--- config.mk ---
export PLATFORM = sky130hd
export DESIGN_NAME = arcfp_top
export DESIGN_NICKNAME = d
export VERILOG_FILES = /design/src/design/arcfp_top_unused.sv /design/src/design/arcfp_pkg.sv /design/src/design/arcfp_top.sv
export SDC_FILE = /design/constraint.sdc
export NUM_CORES = 2
export LEC_CHECK = 0
export BUFFER_PORTS_ARGS = -buffer_cell sky130_fd_sc_hd__buf_2
export CELL_PAD_IN_SITES_DETAIL_PLACEMENT = 0
export CELL_PAD_IN_SITES_GLOBAL_PLACEMENT = 1
export CORE_ASPECT_RATIO = 0.7
export CORE_MARGIN = 2
export CORE_UTILIZATION = 50
export CTS_CLUSTER_SIZE = 24
export DETAILED_ROUTE_END_ITERATION = 16
export PLACE_DENSITY_LB_ADDON = 0.1
export SETUP_SLACK_MARGIN = 0.1
export SLEW_MARGIN = 20
export SYNTH_ARGS = -nofsm -noshare
export SYNTH_HDL_FRONTEND = slang
export SYNTH_SLANG_ARGS = --single-unit
--- constraint.sdc ---
create_clock -name clk_i -period 20.6 [get_ports clk_i]
set_input_delay 1.03 -clock clk_i [delete_from_list [all_inputs] [get_ports clk_i]]
set_output_delay 1.03 -clock clk_i [all_outputs]
set_load 0.01 [all_outputs]
--- src/design/arcfp_top_unused.sv ---
// (none)

--- src/design/arcfp_pkg.sv ---
// constants, register map and field layout of the arc fault protection block
package arcfp_pkg;
  // clock and timing
  localparam int unsigned CLK_HZ = 25_000_000; // system clock rate
  localparam int unsigned MS_PER_S = 1000; // milliseconds in a second
  localparam int unsigned TICK_CYCLES = CLK_HZ / MS_PER_S; // cycles per 1 ms tick
  localparam int unsigned FORCE_TIMEOUT_MIN = 5; // force flag lifetime in minutes
  localparam int unsigned FORCE_TIMEOUT_MS = FORCE_TIMEOUT_MIN * 60 * MS_PER_S; // in ms
  localparam logic [7:0] DELAY_MIN_MS = 8'h0a; // 0.01 s delayed light minimum
  localparam logic [7:0] DELAY_MAX_MS = 8'h96; // 0.15 s delayed light maximum
  localparam logic [7:0] ELAPSED_TRIP_PCT = 8'h64; // 100 % elapsed means trip

  // structure
  localparam int unsigned NUM_STAGES = 4; // two phase, two residual stages
  localparam int unsigned LOG_DEPTH = 8; // fault records kept
  localparam int unsigned STG_PHASE_ONE = 0; // first phase stage
  localparam int unsigned STG_PHASE_TWO = 1; // second phase stage
  localparam int unsigned STG_RESIDUAL_ARC_STAGE_ONE = 2; // first earth stage
  localparam int unsigned STG_RESIDUAL_ARC_STAGE_TWO = 3; // second earth stage

  // light source select bits: 0 none, 1 s1, 2 s2, 3 s1/s2, 4 bi, 5 s1/bi, 6 s2/bi, 7 all
  localparam int unsigned SRC_BIT_SENSOR_FIRST = 0; // light_sensor_first
  localparam int unsigned SRC_BIT_SENSOR_SECOND = 1; // light_sensor_second
  localparam int unsigned SRC_BIT_CARD_INPUT = 2; // arc_card_input

  // register byte offsets
  localparam logic [7:0] REG_CTRL = 8'h00; // force flag, unlock state
  localparam logic [7:0] REG_UNLOCK = 8'h04; // password key
  localparam logic [7:0] REG_STATUS = 8'h08; // live stage status
  localparam logic [7:0] REG_FORCE_STATUS = 8'h0c; // forced stage status
  localparam logic [7:0] REG_SELECT = 8'h10; // light source selectors
  localparam logic [7:0] REG_DELAY = 8'h14; // delayed light delay in ms
  localparam logic [7:0] REG_OUT_SELECT = 8'h18; // arc card output source mask
  localparam logic [7:0] REG_COUNT_CLEAR = 8'h1c; // counter clear strobes
  localparam logic [7:0] REG_LIGHT_COUNT = 8'h20; // light_event_count
  localparam logic [7:0] REG_TRIP_COUNT = 8'h24; // trip_event_count
  localparam logic [3:0] REG_START_COUNT_PAGE = 4'h3; // start_event_count 0x30..0x3c
  localparam logic [3:0] REG_PICKUP_PAGE = 4'h4; // pickups 0x40..0x4c
  localparam logic [7:0] REG_LOG_INDEX = 8'h60; // fault record select, 0 newest
  localparam logic [7:0] REG_LOG_TIME = 8'h64; // record time stamp in ms
  localparam logic [7:0] REG_LOG_INFO = 8'h68; // record stage and elapsed delay
  localparam logic [7:0] REG_LOG_VALUE = 8'h6c; // record fault value and type
  localparam logic [7:0] REG_LOG_LOAD = 8'h70; // record pre-fault load

  // field positions and reset values
  localparam int unsigned SEL_DELAYED_LSB = 12; // delayed light selector in select reg
  localparam int unsigned OUT_SEL_WIDTH = 11; // arc card output mask width
  localparam logic [15:0] PICKUP_RESET = 16'h0100; // 1.0 pu, 8 fraction bits
  localparam logic [31:0] UNLOCK_KEY = 32'h0000_c0de; // arbitrary password value

  // AXI responses
  localparam logic [1:0] RESP_OKAY = 2'b00; // accepted
  localparam logic [1:0] RESP_SLVERR = 2'b10; // rejected or unmapped
endpackage : arcfp_pkg

--- src/design/arcfp_top.sv ---
// arc fault protection stages with counters, force flag, delayed light and fault log
// Notes on behaviour
// - four stages: two phase, two residual
// - trip needs light and current together
// - eight-way light selector, none disables stage
// - combined selection ORs its chosen sources
// - start follows selected light regardless current
// - trip on selected light plus overcurrent
// - light counter any source; light, trip clearable
// - per-stage start counter on selected light
// - shared force flag self-clears after five minutes
// - status overwrite only while force set
// - delayed light output, 0.01 to 0.15 s
// - delayed light has its own selector
// - pickups in per-unit of own rating
// - phase stages use peak phase current
// - keep latest eight fault records
// - fault type only for first phase stage
// - pre-fault load only for first phase stage
// - elapsed delay percent, 100 means trip
// - arc card input available as output
// - arc card output from selected signals
// - settings writable only after password unlock
`timescale 1ns/1ns
module arcfp_top
  import arcfp_pkg::*;
#(
  parameter int unsigned TICK_CYCLES_P = TICK_CYCLES, // cycles per ms tick
  parameter int unsigned FORCE_TIMEOUT_MS_P = FORCE_TIMEOUT_MS // force lifetime in ms
) (
  input wire logic clk_i, // 25 MHz clock
  input wire logic rst_i, // synchronous reset, active high
  input wire logic ce_i, // clock enable, freezes all state when low
  input wire logic [7:0] s_axi_awaddr, // write address
  input wire logic s_axi_awvalid, // write address valid
  output logic s_axi_awready, // write address ready
  input wire logic [31:0] s_axi_wdata, // write data
  input wire logic [3:0] s_axi_wstrb, // write byte strobes
  input wire logic s_axi_wvalid, // write data valid
  output logic s_axi_wready, // write data ready
  output logic [1:0] s_axi_bresp, // write response
  output logic s_axi_bvalid, // write response valid
  input wire logic s_axi_bready, // write response ready
  input wire logic [7:0] s_axi_araddr, // read address
  input wire logic s_axi_arvalid, // read address valid
  output logic s_axi_arready, // read address ready
  output logic [31:0] s_axi_rdata, // read data
  output logic [1:0] s_axi_rresp, // read response
  output logic s_axi_rvalid, // read data valid
  input wire logic s_axi_rready, // read data ready
  input wire logic light_sensor_first_i, // sensor one light pin, async
  input wire logic light_sensor_second_i, // sensor two light pin, async
  input wire logic arc_card_input_i, // arc card binary input pin, async
  input wire logic [15:0] phase_one_l1_i, // stage one phase 1 current, pu 8.8
  input wire logic [15:0] phase_one_l2_i, // stage one phase 2 current
  input wire logic [15:0] phase_one_l3_i, // stage one phase 3 current
  input wire logic [15:0] phase_two_l1_i, // stage two phase 1 current
  input wire logic [15:0] phase_two_l2_i, // stage two phase 2 current
  input wire logic [15:0] phase_two_l3_i, // stage two phase 3 current
  input wire logic [15:0] residual_one_i, // first residual current, pu 8.8
  input wire logic [15:0] residual_two_i, // second residual current, pu 8.8
  input wire logic [31:0] time_ms_i, // running time stamp in ms
  output logic [3:0] stage_start_o, // per-stage start status
  output logic [3:0] stage_trip_o, // per-stage trip status
  output logic delayed_light_o, // delayed light indication
  output logic arc_card_input_o, // synchronised arc card input, routable
  output logic arc_card_output_o // arc card binary output drive
);

  // largest of three phase currents
  function automatic logic [15:0] max3(input logic [15:0] a, input logic [15:0] b,
                                       input logic [15:0] c);
    logic [15:0] m;
    m = (a > b) ? a : b;
    return (m > c) ? m : c;
  endfunction : max3

  // pin synchronisers and edge history
  logic [2:0] src_meta_q; // first stage, read only by second stage
  logic [2:0] src_q; // synchronised light sources
  logic any_light_prev_q; // previous any-light level
  // settings
  logic unlocked_q; // password accepted
  logic force_q; // shared force flag
  logic [31:0] force_ms_q; // ms since force set
  logic [3:0] forced_start_q; // forced start status
  logic [3:0] forced_trip_q; // forced trip status
  logic [2:0] sel_q [NUM_STAGES]; // light_source_select per stage
  logic [2:0] delayed_light_source_select_q; // delayed light selector
  logic [7:0] delay_ms_q; // delayed light delay
  logic [OUT_SEL_WIDTH-1:0] out_sel_q; // arc card output mask
  logic [15:0] pickup_q [NUM_STAGES]; // pickup per stage, pu 8.8
  // live state
  logic [3:0] start_q; // registered start
  logic [3:0] trip_q; // registered trip
  logic [31:0] tick_cnt_q; // ms tick divider
  logic [7:0] dly_cnt_q; // delayed light persistence in ms
  logic delayed_light_q; // delayed light state
  logic arc_card_output_q; // output drive
  logic [31:0] light_event_count_q; // cumulative light count
  logic [31:0] trip_event_count_q; // cumulative trip count
  logic [31:0] start_event_count_q [NUM_STAGES]; // per-stage start count
  logic [15:0] load_q; // pre-fault load of first phase stage
  // fault log
  logic [31:0] log_time_q [LOG_DEPTH]; // time stamps
  logic [1:0] log_stage_q [LOG_DEPTH]; // stage that tripped
  logic [15:0] log_value_q [LOG_DEPTH]; // fault value
  logic [2:0] log_type_q [LOG_DEPTH]; // phases above pickup, first stage only
  logic [15:0] log_load_q [LOG_DEPTH]; // pre-fault load, first stage only
  logic [7:0] log_pct_q [LOG_DEPTH]; // elapsed delay percent
  logic [2:0] log_wr_ptr_q; // next slot
  logic [3:0] log_count_q; // valid records
  logic [2:0] log_index_q; // read select, 0 newest
  // bus
  logic aw_hold_q; // write address held
  logic w_hold_q; // write data held
  logic [7:0] awaddr_q; // held write address
  logic [31:0] wdata_q; // held write data
  logic [3:0] wstrb_q; // held write strobes
  logic bvalid_q; // write response pending
  logic [1:0] bresp_q; // write response code
  logic rvalid_q; // read data pending
  logic [1:0] rresp_q; // read response code
  logic [31:0] rdata_q; // read data

  // supervised values and light per stage
  wire [15:0] peak_phase_current = max3(phase_one_l1_i, phase_one_l2_i, phase_one_l3_i);
  wire [15:0] peak_phase_two = max3(phase_two_l1_i, phase_two_l2_i, phase_two_l3_i);
  wire [15:0] sup [NUM_STAGES]; // value each stage compares
  assign sup[STG_PHASE_ONE] = peak_phase_current;
  assign sup[STG_PHASE_TWO] = peak_phase_two;
  assign sup[STG_RESIDUAL_ARC_STAGE_ONE] = residual_one_i;
  assign sup[STG_RESIDUAL_ARC_STAGE_TWO] = residual_two_i;
  wire [3:0] stage_light; // selected light per stage
  wire [3:0] stage_over; // overcurrent per stage
  genvar g;
  generate
    for (g = 0; g < NUM_STAGES; g++) begin : g_stage
      assign stage_light[g] = |(sel_q[g] & src_q);
      assign stage_over[g] = sup[g] > pickup_q[g];
    end
  endgenerate
  wire [3:0] trip_raw = stage_light & stage_over;
  wire any_light = |src_q; // any sensor or input
  wire light_rise = any_light & ~any_light_prev_q; // new light event
  wire dly_light = |(delayed_light_source_select_q & src_q);
  wire ms_tick = (tick_cnt_q == 32'(TICK_CYCLES_P - 1)); // 1 ms strobe
  wire force_expire = force_q & ms_tick & (force_ms_q >= 32'(FORCE_TIMEOUT_MS_P - 1));
  logic [3:0] trip_q_prev; // trip one cycle earlier
  wire [3:0] trip_rise = trip_q & ~trip_q_prev; // trip events
  wire [3:0] start_rise = stage_light & ~start_q; // start events, sampled vs registered
  wire [2:0] phase_type = {phase_one_l3_i > pickup_q[STG_PHASE_ONE],
                           phase_one_l2_i > pickup_q[STG_PHASE_ONE],
                           phase_one_l1_i > pickup_q[STG_PHASE_ONE]};

  // status seen outside: forced copy while the force flag is set
  assign stage_start_o = force_q ? forced_start_q : start_q;
  assign stage_trip_o = force_q ? forced_trip_q : trip_q;
  assign delayed_light_o = delayed_light_q;
  assign arc_card_input_o = src_q[SRC_BIT_CARD_INPUT];
  assign arc_card_output_o = arc_card_output_q;

  // only the lowest tripping stage is logged when several trip together
  wire log_event = |trip_rise;
  wire [1:0] log_stage = trip_rise[0] ? 2'd0 : trip_rise[1] ? 2'd1 :
                         trip_rise[2] ? 2'd2 : 2'd3;
  wire [2:0] log_rd_slot = log_wr_ptr_q - 3'd1 - log_index_q; // newest first

  // register read view, bit 32 flags an unmapped address
  function automatic logic [32:0] read_word(input logic [7:0] a);
    logic [32:0] r;
    r = 33'h0_0000_0000;
    if (a[7:4] == REG_START_COUNT_PAGE) begin
      r[31:0] = start_event_count_q[a[3:2]];
    end else if (a[7:4] == REG_PICKUP_PAGE) begin
      r[15:0] = pickup_q[a[3:2]];
    end else begin
      case (a)
        REG_CTRL: r[1:0] = {unlocked_q, force_q};
        REG_UNLOCK: r[31:0] = 32'h0000_0000;
        REG_STATUS: r[11:0] = {src_q, delayed_light_q, stage_trip_o, stage_start_o};
        REG_FORCE_STATUS: r[7:0] = {forced_trip_q, forced_start_q};
        REG_SELECT: r[14:0] = {delayed_light_source_select_q, sel_q[3], sel_q[2],
                               sel_q[1], sel_q[0]};
        REG_DELAY: r[7:0] = delay_ms_q;
        REG_OUT_SELECT: r[OUT_SEL_WIDTH-1:0] = out_sel_q;
        REG_COUNT_CLEAR: r[31:0] = 32'h0000_0000;
        REG_LIGHT_COUNT: r[31:0] = light_event_count_q;
        REG_TRIP_COUNT: r[31:0] = trip_event_count_q;
        REG_LOG_INDEX: r[7:0] = {1'b0, log_count_q, log_index_q};
        REG_LOG_TIME: r[31:0] = log_time_q[log_rd_slot];
        REG_LOG_INFO: r[9:0] = {log_stage_q[log_rd_slot], log_pct_q[log_rd_slot]};
        REG_LOG_VALUE: r[18:0] = {log_type_q[log_rd_slot], log_value_q[log_rd_slot]};
        REG_LOG_LOAD: r[15:0] = log_load_q[log_rd_slot];
        default: r[32] = 1'b1; // unmapped
      endcase
    end
    return r;
  endfunction : read_word

  // write decode
  wire do_write = aw_hold_q & w_hold_q & ~bvalid_q; // both halves present
  wire [32:0] wr_old = read_word(awaddr_q); // current value for byte merge
  wire [32:0] rd_view = read_word(s_axi_araddr); // word and unmapped flag for a read
  wire [31:0] wr_mask = {{8{wstrb_q[3]}}, {8{wstrb_q[2]}}, {8{wstrb_q[1]}}, {8{wstrb_q[0]}}};
  wire [31:0] wr_word = (wr_old[31:0] & ~wr_mask) | (wdata_q & wr_mask); // merged data
  wire wr_pickup = (awaddr_q[7:4] == REG_PICKUP_PAGE); // pickup page
  wire wr_prot = wr_pickup | (awaddr_q == REG_CTRL) | (awaddr_q == REG_SELECT) |
                 (awaddr_q == REG_DELAY) | (awaddr_q == REG_OUT_SELECT);
  wire wr_free = (awaddr_q == REG_UNLOCK) | (awaddr_q == REG_COUNT_CLEAR) |
                 (awaddr_q == REG_LOG_INDEX); // open to any write
  wire wr_force_reg = (awaddr_q == REG_FORCE_STATUS); // forced status
  wire wr_reject = ~(wr_free | (wr_prot & unlocked_q) | (wr_force_reg & force_q));
  wire wr_ok = do_write & ~wr_reject; // write takes effect
  wire clr_light = wr_ok & (awaddr_q == REG_COUNT_CLEAR) & wr_word[0];
  wire clr_trip = wr_ok & (awaddr_q == REG_COUNT_CLEAR) & wr_word[1];
  wire [7:0] delay_clamped = (wr_word[7:0] < DELAY_MIN_MS) ? DELAY_MIN_MS :
                             (wr_word[7:0] > DELAY_MAX_MS) ? DELAY_MAX_MS : wr_word[7:0];
  wire force_set = wr_ok & (awaddr_q == REG_CTRL) & wr_word[0];
  wire force_clr = wr_ok & (awaddr_q == REG_CTRL) & ~wr_word[0];
  wire [OUT_SEL_WIDTH-1:0] out_sources = {start_q, trip_q, src_q[SRC_BIT_CARD_INPUT],
                                          delayed_light_q, any_light}; // output matrix view

  // bus handshakes, stalled while clock enable is low
  assign s_axi_awready = ce_i & ~aw_hold_q;
  assign s_axi_wready = ce_i & ~w_hold_q;
  assign s_axi_arready = ce_i & ~rvalid_q;
  assign s_axi_bvalid = bvalid_q;
  assign s_axi_bresp = bresp_q;
  assign s_axi_rvalid = rvalid_q;
  assign s_axi_rresp = rresp_q;
  assign s_axi_rdata = rdata_q;

  // pin synchroniser
  always_ff @(posedge clk_i) begin
    if (rst_i) begin
      src_meta_q <= 3'h0;
      src_q <= 3'h0;
    end else if (ce_i) begin
      src_meta_q <= {arc_card_input_i, light_sensor_second_i, light_sensor_first_i};
      src_q <= src_meta_q;
    end
  end

  // write channel capture and response
  always_ff @(posedge clk_i) begin
    if (rst_i) begin
      aw_hold_q <= 1'b0;
      w_hold_q <= 1'b0;
      awaddr_q <= 8'h00;
      wdata_q <= 32'h0000_0000;
      wstrb_q <= 4'h0;
      bvalid_q <= 1'b0;
      bresp_q <= RESP_OKAY;
    end else if (ce_i) begin
      if (s_axi_awvalid & ~aw_hold_q) begin
        aw_hold_q <= 1'b1;
        awaddr_q <= s_axi_awaddr;
      end
      if (s_axi_wvalid & ~w_hold_q) begin
        w_hold_q <= 1'b1;
        wdata_q <= s_axi_wdata;
        wstrb_q <= s_axi_wstrb;
      end
      if (do_write) begin
        aw_hold_q <= 1'b0;
        w_hold_q <= 1'b0;
        bvalid_q <= 1'b1;
        bresp_q <= wr_reject ? RESP_SLVERR : RESP_OKAY;
      end else if (bvalid_q & s_axi_bready) begin
        bvalid_q <= 1'b0;
      end
    end
  end

  // read channel
  always_ff @(posedge clk_i) begin
    if (rst_i) begin
      rvalid_q <= 1'b0;
      rresp_q <= RESP_OKAY;
      rdata_q <= 32'h0000_0000;
    end else if (ce_i) begin
      if (s_axi_arvalid & ~rvalid_q) begin
        rvalid_q <= 1'b1;
        rdata_q <= rd_view[31:0];
        rresp_q <= rd_view[32] ? RESP_SLVERR : RESP_OKAY;
      end else if (s_axi_rready) begin
        rvalid_q <= 1'b0;
      end
    end
  end

  // settings, password and force flag
  always_ff @(posedge clk_i) begin
    if (rst_i) begin
      unlocked_q <= 1'b0;
      force_q <= 1'b0;
      force_ms_q <= 32'h0000_0000;
      forced_start_q <= 4'h0;
      forced_trip_q <= 4'h0;
      delayed_light_source_select_q <= 3'h0;
      delay_ms_q <= DELAY_MIN_MS;
      out_sel_q <= '0;
      log_index_q <= 3'h0;
      for (int i = 0; i < NUM_STAGES; i++) begin
        sel_q[i] <= 3'h0;
        pickup_q[i] <= PICKUP_RESET;
      end
    end else if (ce_i) begin
      if (wr_ok & (awaddr_q == REG_UNLOCK)) begin
        unlocked_q <= (wr_word == UNLOCK_KEY);
      end
      if (force_set) begin
        force_q <= 1'b1; // set beats timeout in the same cycle
        force_ms_q <= 32'h0000_0000;
      end else if (force_clr | force_expire) begin
        force_q <= 1'b0;
      end else if (force_q & ms_tick) begin
        force_ms_q <= force_ms_q + 32'h0000_0001;
      end
      if (wr_ok & wr_force_reg) begin
        forced_start_q <= wr_word[3:0];
        forced_trip_q <= wr_word[7:4];
      end
      if (wr_ok & (awaddr_q == REG_SELECT)) begin
        for (int i = 0; i < NUM_STAGES; i++) begin
          sel_q[i] <= wr_word[3*i +: 3];
        end
        delayed_light_source_select_q <= wr_word[SEL_DELAYED_LSB +: 3];
      end
      if (wr_ok & (awaddr_q == REG_DELAY)) begin
        delay_ms_q <= delay_clamped;
      end
      if (wr_ok & (awaddr_q == REG_OUT_SELECT)) begin
        out_sel_q <= wr_word[OUT_SEL_WIDTH-1:0];
      end
      if (wr_ok & wr_pickup) begin
        pickup_q[awaddr_q[3:2]] <= wr_word[15:0];
      end
      if (wr_ok & (awaddr_q == REG_LOG_INDEX)) begin
        log_index_q <= wr_word[2:0];
      end
    end
  end

  // stage status, delayed light and output drive
  always_ff @(posedge clk_i) begin
    if (rst_i) begin
      start_q <= 4'h0;
      trip_q <= 4'h0;
      trip_q_prev <= 4'h0;
      any_light_prev_q <= 1'b0;
      tick_cnt_q <= 32'h0000_0000;
      dly_cnt_q <= 8'h00;
      delayed_light_q <= 1'b0;
      arc_card_output_q <= 1'b0;
      load_q <= 16'h0000;
    end else if (ce_i) begin
      start_q <= stage_light;
      trip_q <= trip_raw;
      trip_q_prev <= trip_q;
      any_light_prev_q <= any_light;
      tick_cnt_q <= ms_tick ? 32'h0000_0000 : tick_cnt_q + 32'h0000_0001;
      if (!dly_light) begin
        dly_cnt_q <= 8'h00; // persistence restarts
      end else if (ms_tick && dly_cnt_q != 8'hff) begin
        dly_cnt_q <= dly_cnt_q + 8'h01;
      end
      delayed_light_q <= dly_light & (dly_cnt_q >= delay_ms_q);
      arc_card_output_q <= |(out_sel_q & out_sources);
      if (!stage_light[STG_PHASE_ONE]) begin
        load_q <= peak_phase_current;
      end
    end
  end

  // event counters, a clear with an increment in the same cycle restarts the count at 1
  always_ff @(posedge clk_i) begin
    if (rst_i) begin
      light_event_count_q <= 32'h0000_0000;
      trip_event_count_q <= 32'h0000_0000;
      for (int i = 0; i < NUM_STAGES; i++) begin
        start_event_count_q[i] <= 32'h0000_0000;
      end
    end else if (ce_i) begin
      if (light_rise) begin
        light_event_count_q <= clr_light ? 32'h0000_0001 : light_event_count_q + 32'h0000_0001;
      end else if (clr_light) begin
        light_event_count_q <= 32'h0000_0000;
      end
      if (log_event) begin
        trip_event_count_q <= clr_trip ? 32'h0000_0001 : trip_event_count_q + 32'h0000_0001;
      end else if (clr_trip) begin
        trip_event_count_q <= 32'h0000_0000;
      end
      for (int i = 0; i < NUM_STAGES; i++) begin
        if (start_rise[i]) begin
          start_event_count_q[i] <= start_event_count_q[i] + 32'h0000_0001;
        end
      end
    end
  end

  // fault log ring, oldest record overwritten first
  always_ff @(posedge clk_i) begin
    if (rst_i) begin
      log_wr_ptr_q <= 3'h0;
      log_count_q <= 4'h0;
    end else if (ce_i && log_event) begin
      log_time_q[log_wr_ptr_q] <= time_ms_i;
      log_stage_q[log_wr_ptr_q] <= log_stage;
      log_value_q[log_wr_ptr_q] <= sup[log_stage];
      log_pct_q[log_wr_ptr_q] <= ELAPSED_TRIP_PCT;
      log_type_q[log_wr_ptr_q] <= (log_stage == 2'd0) ? phase_type : 3'h0;
      log_load_q[log_wr_ptr_q] <= (log_stage == 2'd0) ? load_q : 16'h0000;
      log_wr_ptr_q <= log_wr_ptr_q + 3'h1;
      if (log_count_q != 4'(LOG_DEPTH)) begin
        log_count_q <= log_count_q + 4'h1;
      end
    end
  end

endmodule : arcfp_top

==> run_results.csv <==
group,metric,value,unit
route,drtIter0Drc,5972,
sta,worst_slew_pin_slew,1.28,ns
worst_setup_path,worstReg2RegEnd,"light_event_count_q[7]$_SDFFE_PP0P_",
floorplanning,io_pins,275,
worst_setup_path,crit_required,21.16,ns
worst_setup_path,critPathMaxStageDelay,0.91,ns
floorplanning,die_h,284,µm
worst_setup_path,worstSetupStartpoint,"phase_one_l2_i[15]",
floorplanning,dieArea,114000,µm²
sta,period_minus_slack,7.29,ns
power_and_ir_drop,irDropWorstVdd,0.0674,mV
route,route.detailed.drc,0,
worst_setup_path,endpoint_kind,"flop",
route,first_pass_iters,7,
worst_setup_path,rr_worst_depth,13,
global_route,antenna_found_initial,18,
layout,mostFrequentLayoutCell,"edfxtp_1",
layout,nets,5879,
run,cap_violations,0,
synth,netlist_area,55800,µm²
sta,worst_hold_slack,0.449,ns
power_and_ir_drop,p_leak,0.0228,µW
sta,drv_slew,0,
synth,ys_ff_latch,1055,
synth,synth_area_leaders,"edfxtp_1 41%, dfxtp_1 11%, mux4_2 5.8%",
sta,finalSetupViolations,0,
floorplanning,initial_core_util,0.505,
status,status,"complete, no violations",
route,drt_wl_total,196000,µm
worst_setup_path,worstSetupPathType,"primary input to flop",
synth,synthDistinctLibCells,87,
synth,synth_edf_count,756,
synth,synth_top_area_share,0.407,
synth,synth-seq-area-share,0.514,
global_route,grt_overflow_total,0,
synth,yosysWarnings,0,
synth,yosysTopAreaCell,"edfxtp_1",
placement,hpwl,142000,µm
route,routed-via-count,44500,
route,ant_nets,0,
worst_setup_path,crit_slowest_cell,"ha_1",
clock_tree,clkLatencyLatePin,0.72,ns
layout,drive_gt1_frac,0.144,
synth,async_flop_share,0,
worst_setup_path,startpoint_type,"primary input",
clock_tree,htree_levels,3,
clock_tree,cts_setup_buffers,0,
worst_setup_path,cp_max_fo,36,
layout,mostFrequentLayoutCells,"756 x edfxtp_1, 625 x nand2_1, 522 x nor2_1",
clock_tree,cts.sinks,1055,
layout,area_growth_syn_to_layout,11.6,%
clock_tree,root_buffer,"clkbuf_16",
sta,hold_viol,0,
floorplanning,row_count,102,
floorplanning,core-area,111000,µm²
worst_setup_path,worstReg2RegStart,"log_wr_ptr_q[0]$_SDFFE_PP0P_",
global_route,grt_max_degree,75,
global_route,grt_pass1_vias,41300,
sta,max_slew_margin,0.133,
sta,finalCritPeriodShare,0.354,
hold_path,min_to,"load_q[7]$_SDFFE_PP0P_",
hold_path,hp-class,"flop to flop",
layout,fillerInstances,9646,
clock_tree,cts_hold_buf,0,
sta,finClkSkew,0.0570,ns
worst_setup_path,r2r_setup_slack,14.29,ns
sta,clock.fmax,137,MHz
power_and_ir_drop,powerDensity,75.3,nW/µm²
hold_path,hold_depth,2,
synth,netlist_instances,5265,
route,vias_per_cell,6.35,
clock_tree,cts_tree,"done",
route,routedWlPerCell,28.0,µm
clock_tree,numCtsBuffers,102,
layout,register_area,28700,µm²
clock_tree,clockBufferDepth,3,
layout,multi_input_area,25400,µm²
hold_path,min_from,"load_q[7]$_SDFFE_PP0P_",
worst_setup_path,critical_path_arrival,7.85,ns
sta,setup_tns,0,ns
clock_tree,cts_resized,0,
synth,ys.flop_type,"edfxtp_1",
synth,avgSynthCellArea,10.6,µm²
global_route,grt_pass1_wl,286000,µm
clock_tree,path_clk_slew,0.06,ns
placement,port_buffers,272,
placement,gp_congestion,1.04,
sta,rsz0062_at_grt,"no",
global_route,grt_usage,0.338,
floorplanning,fp.dieW,403,µm
## cell type report
type,count,area share
Sequential cell,1055,0.461
Multi-Input combinational cell,3712,0.408
Clock buffer,146,0.0467
Timing Repair Buffer,399,0.0373
Tap cell,1456,0.0292
Inverter,188,0.0113
Clock inverter,46,0.00677
Antenna cell,6,0.000241
## synth_stat cells, types with 72 or more instances
cell type and instances:
mux2i_1 130, xor2_1 109, nor3_1 161, nor2_1 527, dfxtp_1 299, nand2_1 626, a21oi_1 244, nand3_1 209
nand4_1 105, clkbuf_1 213, o21ai_0 208, mux4_2 145, and3_1 87, a31oi_1 72, ha_1 197, edfxtp_1 756
inv_1 186
## how the worst max path moves through the flow
| stage | to | slack [ns] |
|---|---|---|
| 3_3_place_gp | trip_q[0]$_SDFFE_PP0P_ | 12.99 |
| 4_1_cts | trip_q[0]$_SDFFE_PP0P_ | 13.52 |
| 2_1_floorplan | log_load_q[5][0]$_DFFE_PP_ | 12.95 |
| 6_report | trip_q[0]$_SDFFE_PP0P_ | 13.31 |
| 3_5_place_dp | trip_q[0]$_SDFFE_PP0P_ | 12.80 |
| 5_1_grt | trip_q[0]$_SDFFE_PP0P_ | 12.83 |
## sequential cells by signal, summed over array words and instances, names as in the netlist, 8 cells and up, named ones only
name	cells
log_value_q	128
log_load_q	128
awaddr_q	8
load_q	16
light_event_count_q	32
delay_ms_q	8
dly_cnt_q	8
sel_q	12
wdata_q	32
tick_cnt_q	32
force_ms_q	32
start_event_count_q	128
pickup_q	64
out_sel_q	11
log_stage_q	16
log_type_q	24
log_time_q	256
trip_event_count_q	32
s_axi_rdata	32
## power breakdown
group	leakage, µW	total (µW)	switching, µW	internal (µW)
clock network	0.00164	1870	834	1040
logic	0.0114	485	312	173
registers	0.00973	2330	36.3	2300
## worst max-delay path: cells and delay by family
kind | cells | cell delay [ns]
AO/OA/AOI/OAI | 16 | 2.71
adder cells (fa/ha/maj) | 3 | 1.61
AND/OR/NAND/NOR | 7 | 1.30
buffers and inverters | 5 | 0.87
multiplexers | 1 | 0.30
## metal layers
| layer | GRT usage | part of all wire | routed length (µm) | up-vias |
|---|---|---|---|---|
| li1 | - | - | - | 20100 |
| met1 | 0.525 | 0.45 | 88700 | 21800 |
| met2 | 0.454 | 0.40 | 78400 | 2269 |
| met3 | 0.0965 | 0.12 | 23100 | 332 |
| met4 | 0.0934 | 0.029 | 5750 | 18 |
| met5 | 0 | 0.00063 | 124 | - |
## cells by family after synthesis
kind of cell | count (synthesis) | synth area share
and+or+nand+nor | 1998 | 0.168
DFF | 1055 | 0.514
AOI/OAI and AO/OA | 1028 | 0.121
buffers and inverters | 499 | 0.0357
muxes | 312 | 0.0893
adders and majority gates | 198 | 0.0445
xor gates and xnor gates | 174 | 0.0278
other | 1 | 0.0000672
## per-stage QoR
stage	cell area (µm²)	setup WS (ns)	total power, µW	std cells	util
3_5_place_dp	58900	12.80	2850	6810	0.533
2_1_floorplan	55800	12.95	2650	5266	-
4_1_cts	62300	13.52	4700	7002	0.563
6_report	62300	13.31	4690	7008	0.563
3_3_place_gp	58900	12.99	2840	6810	0.533
5_1_grt	62300	12.83	4840	7004	0.563
Power figures use the tool's default switching activity.
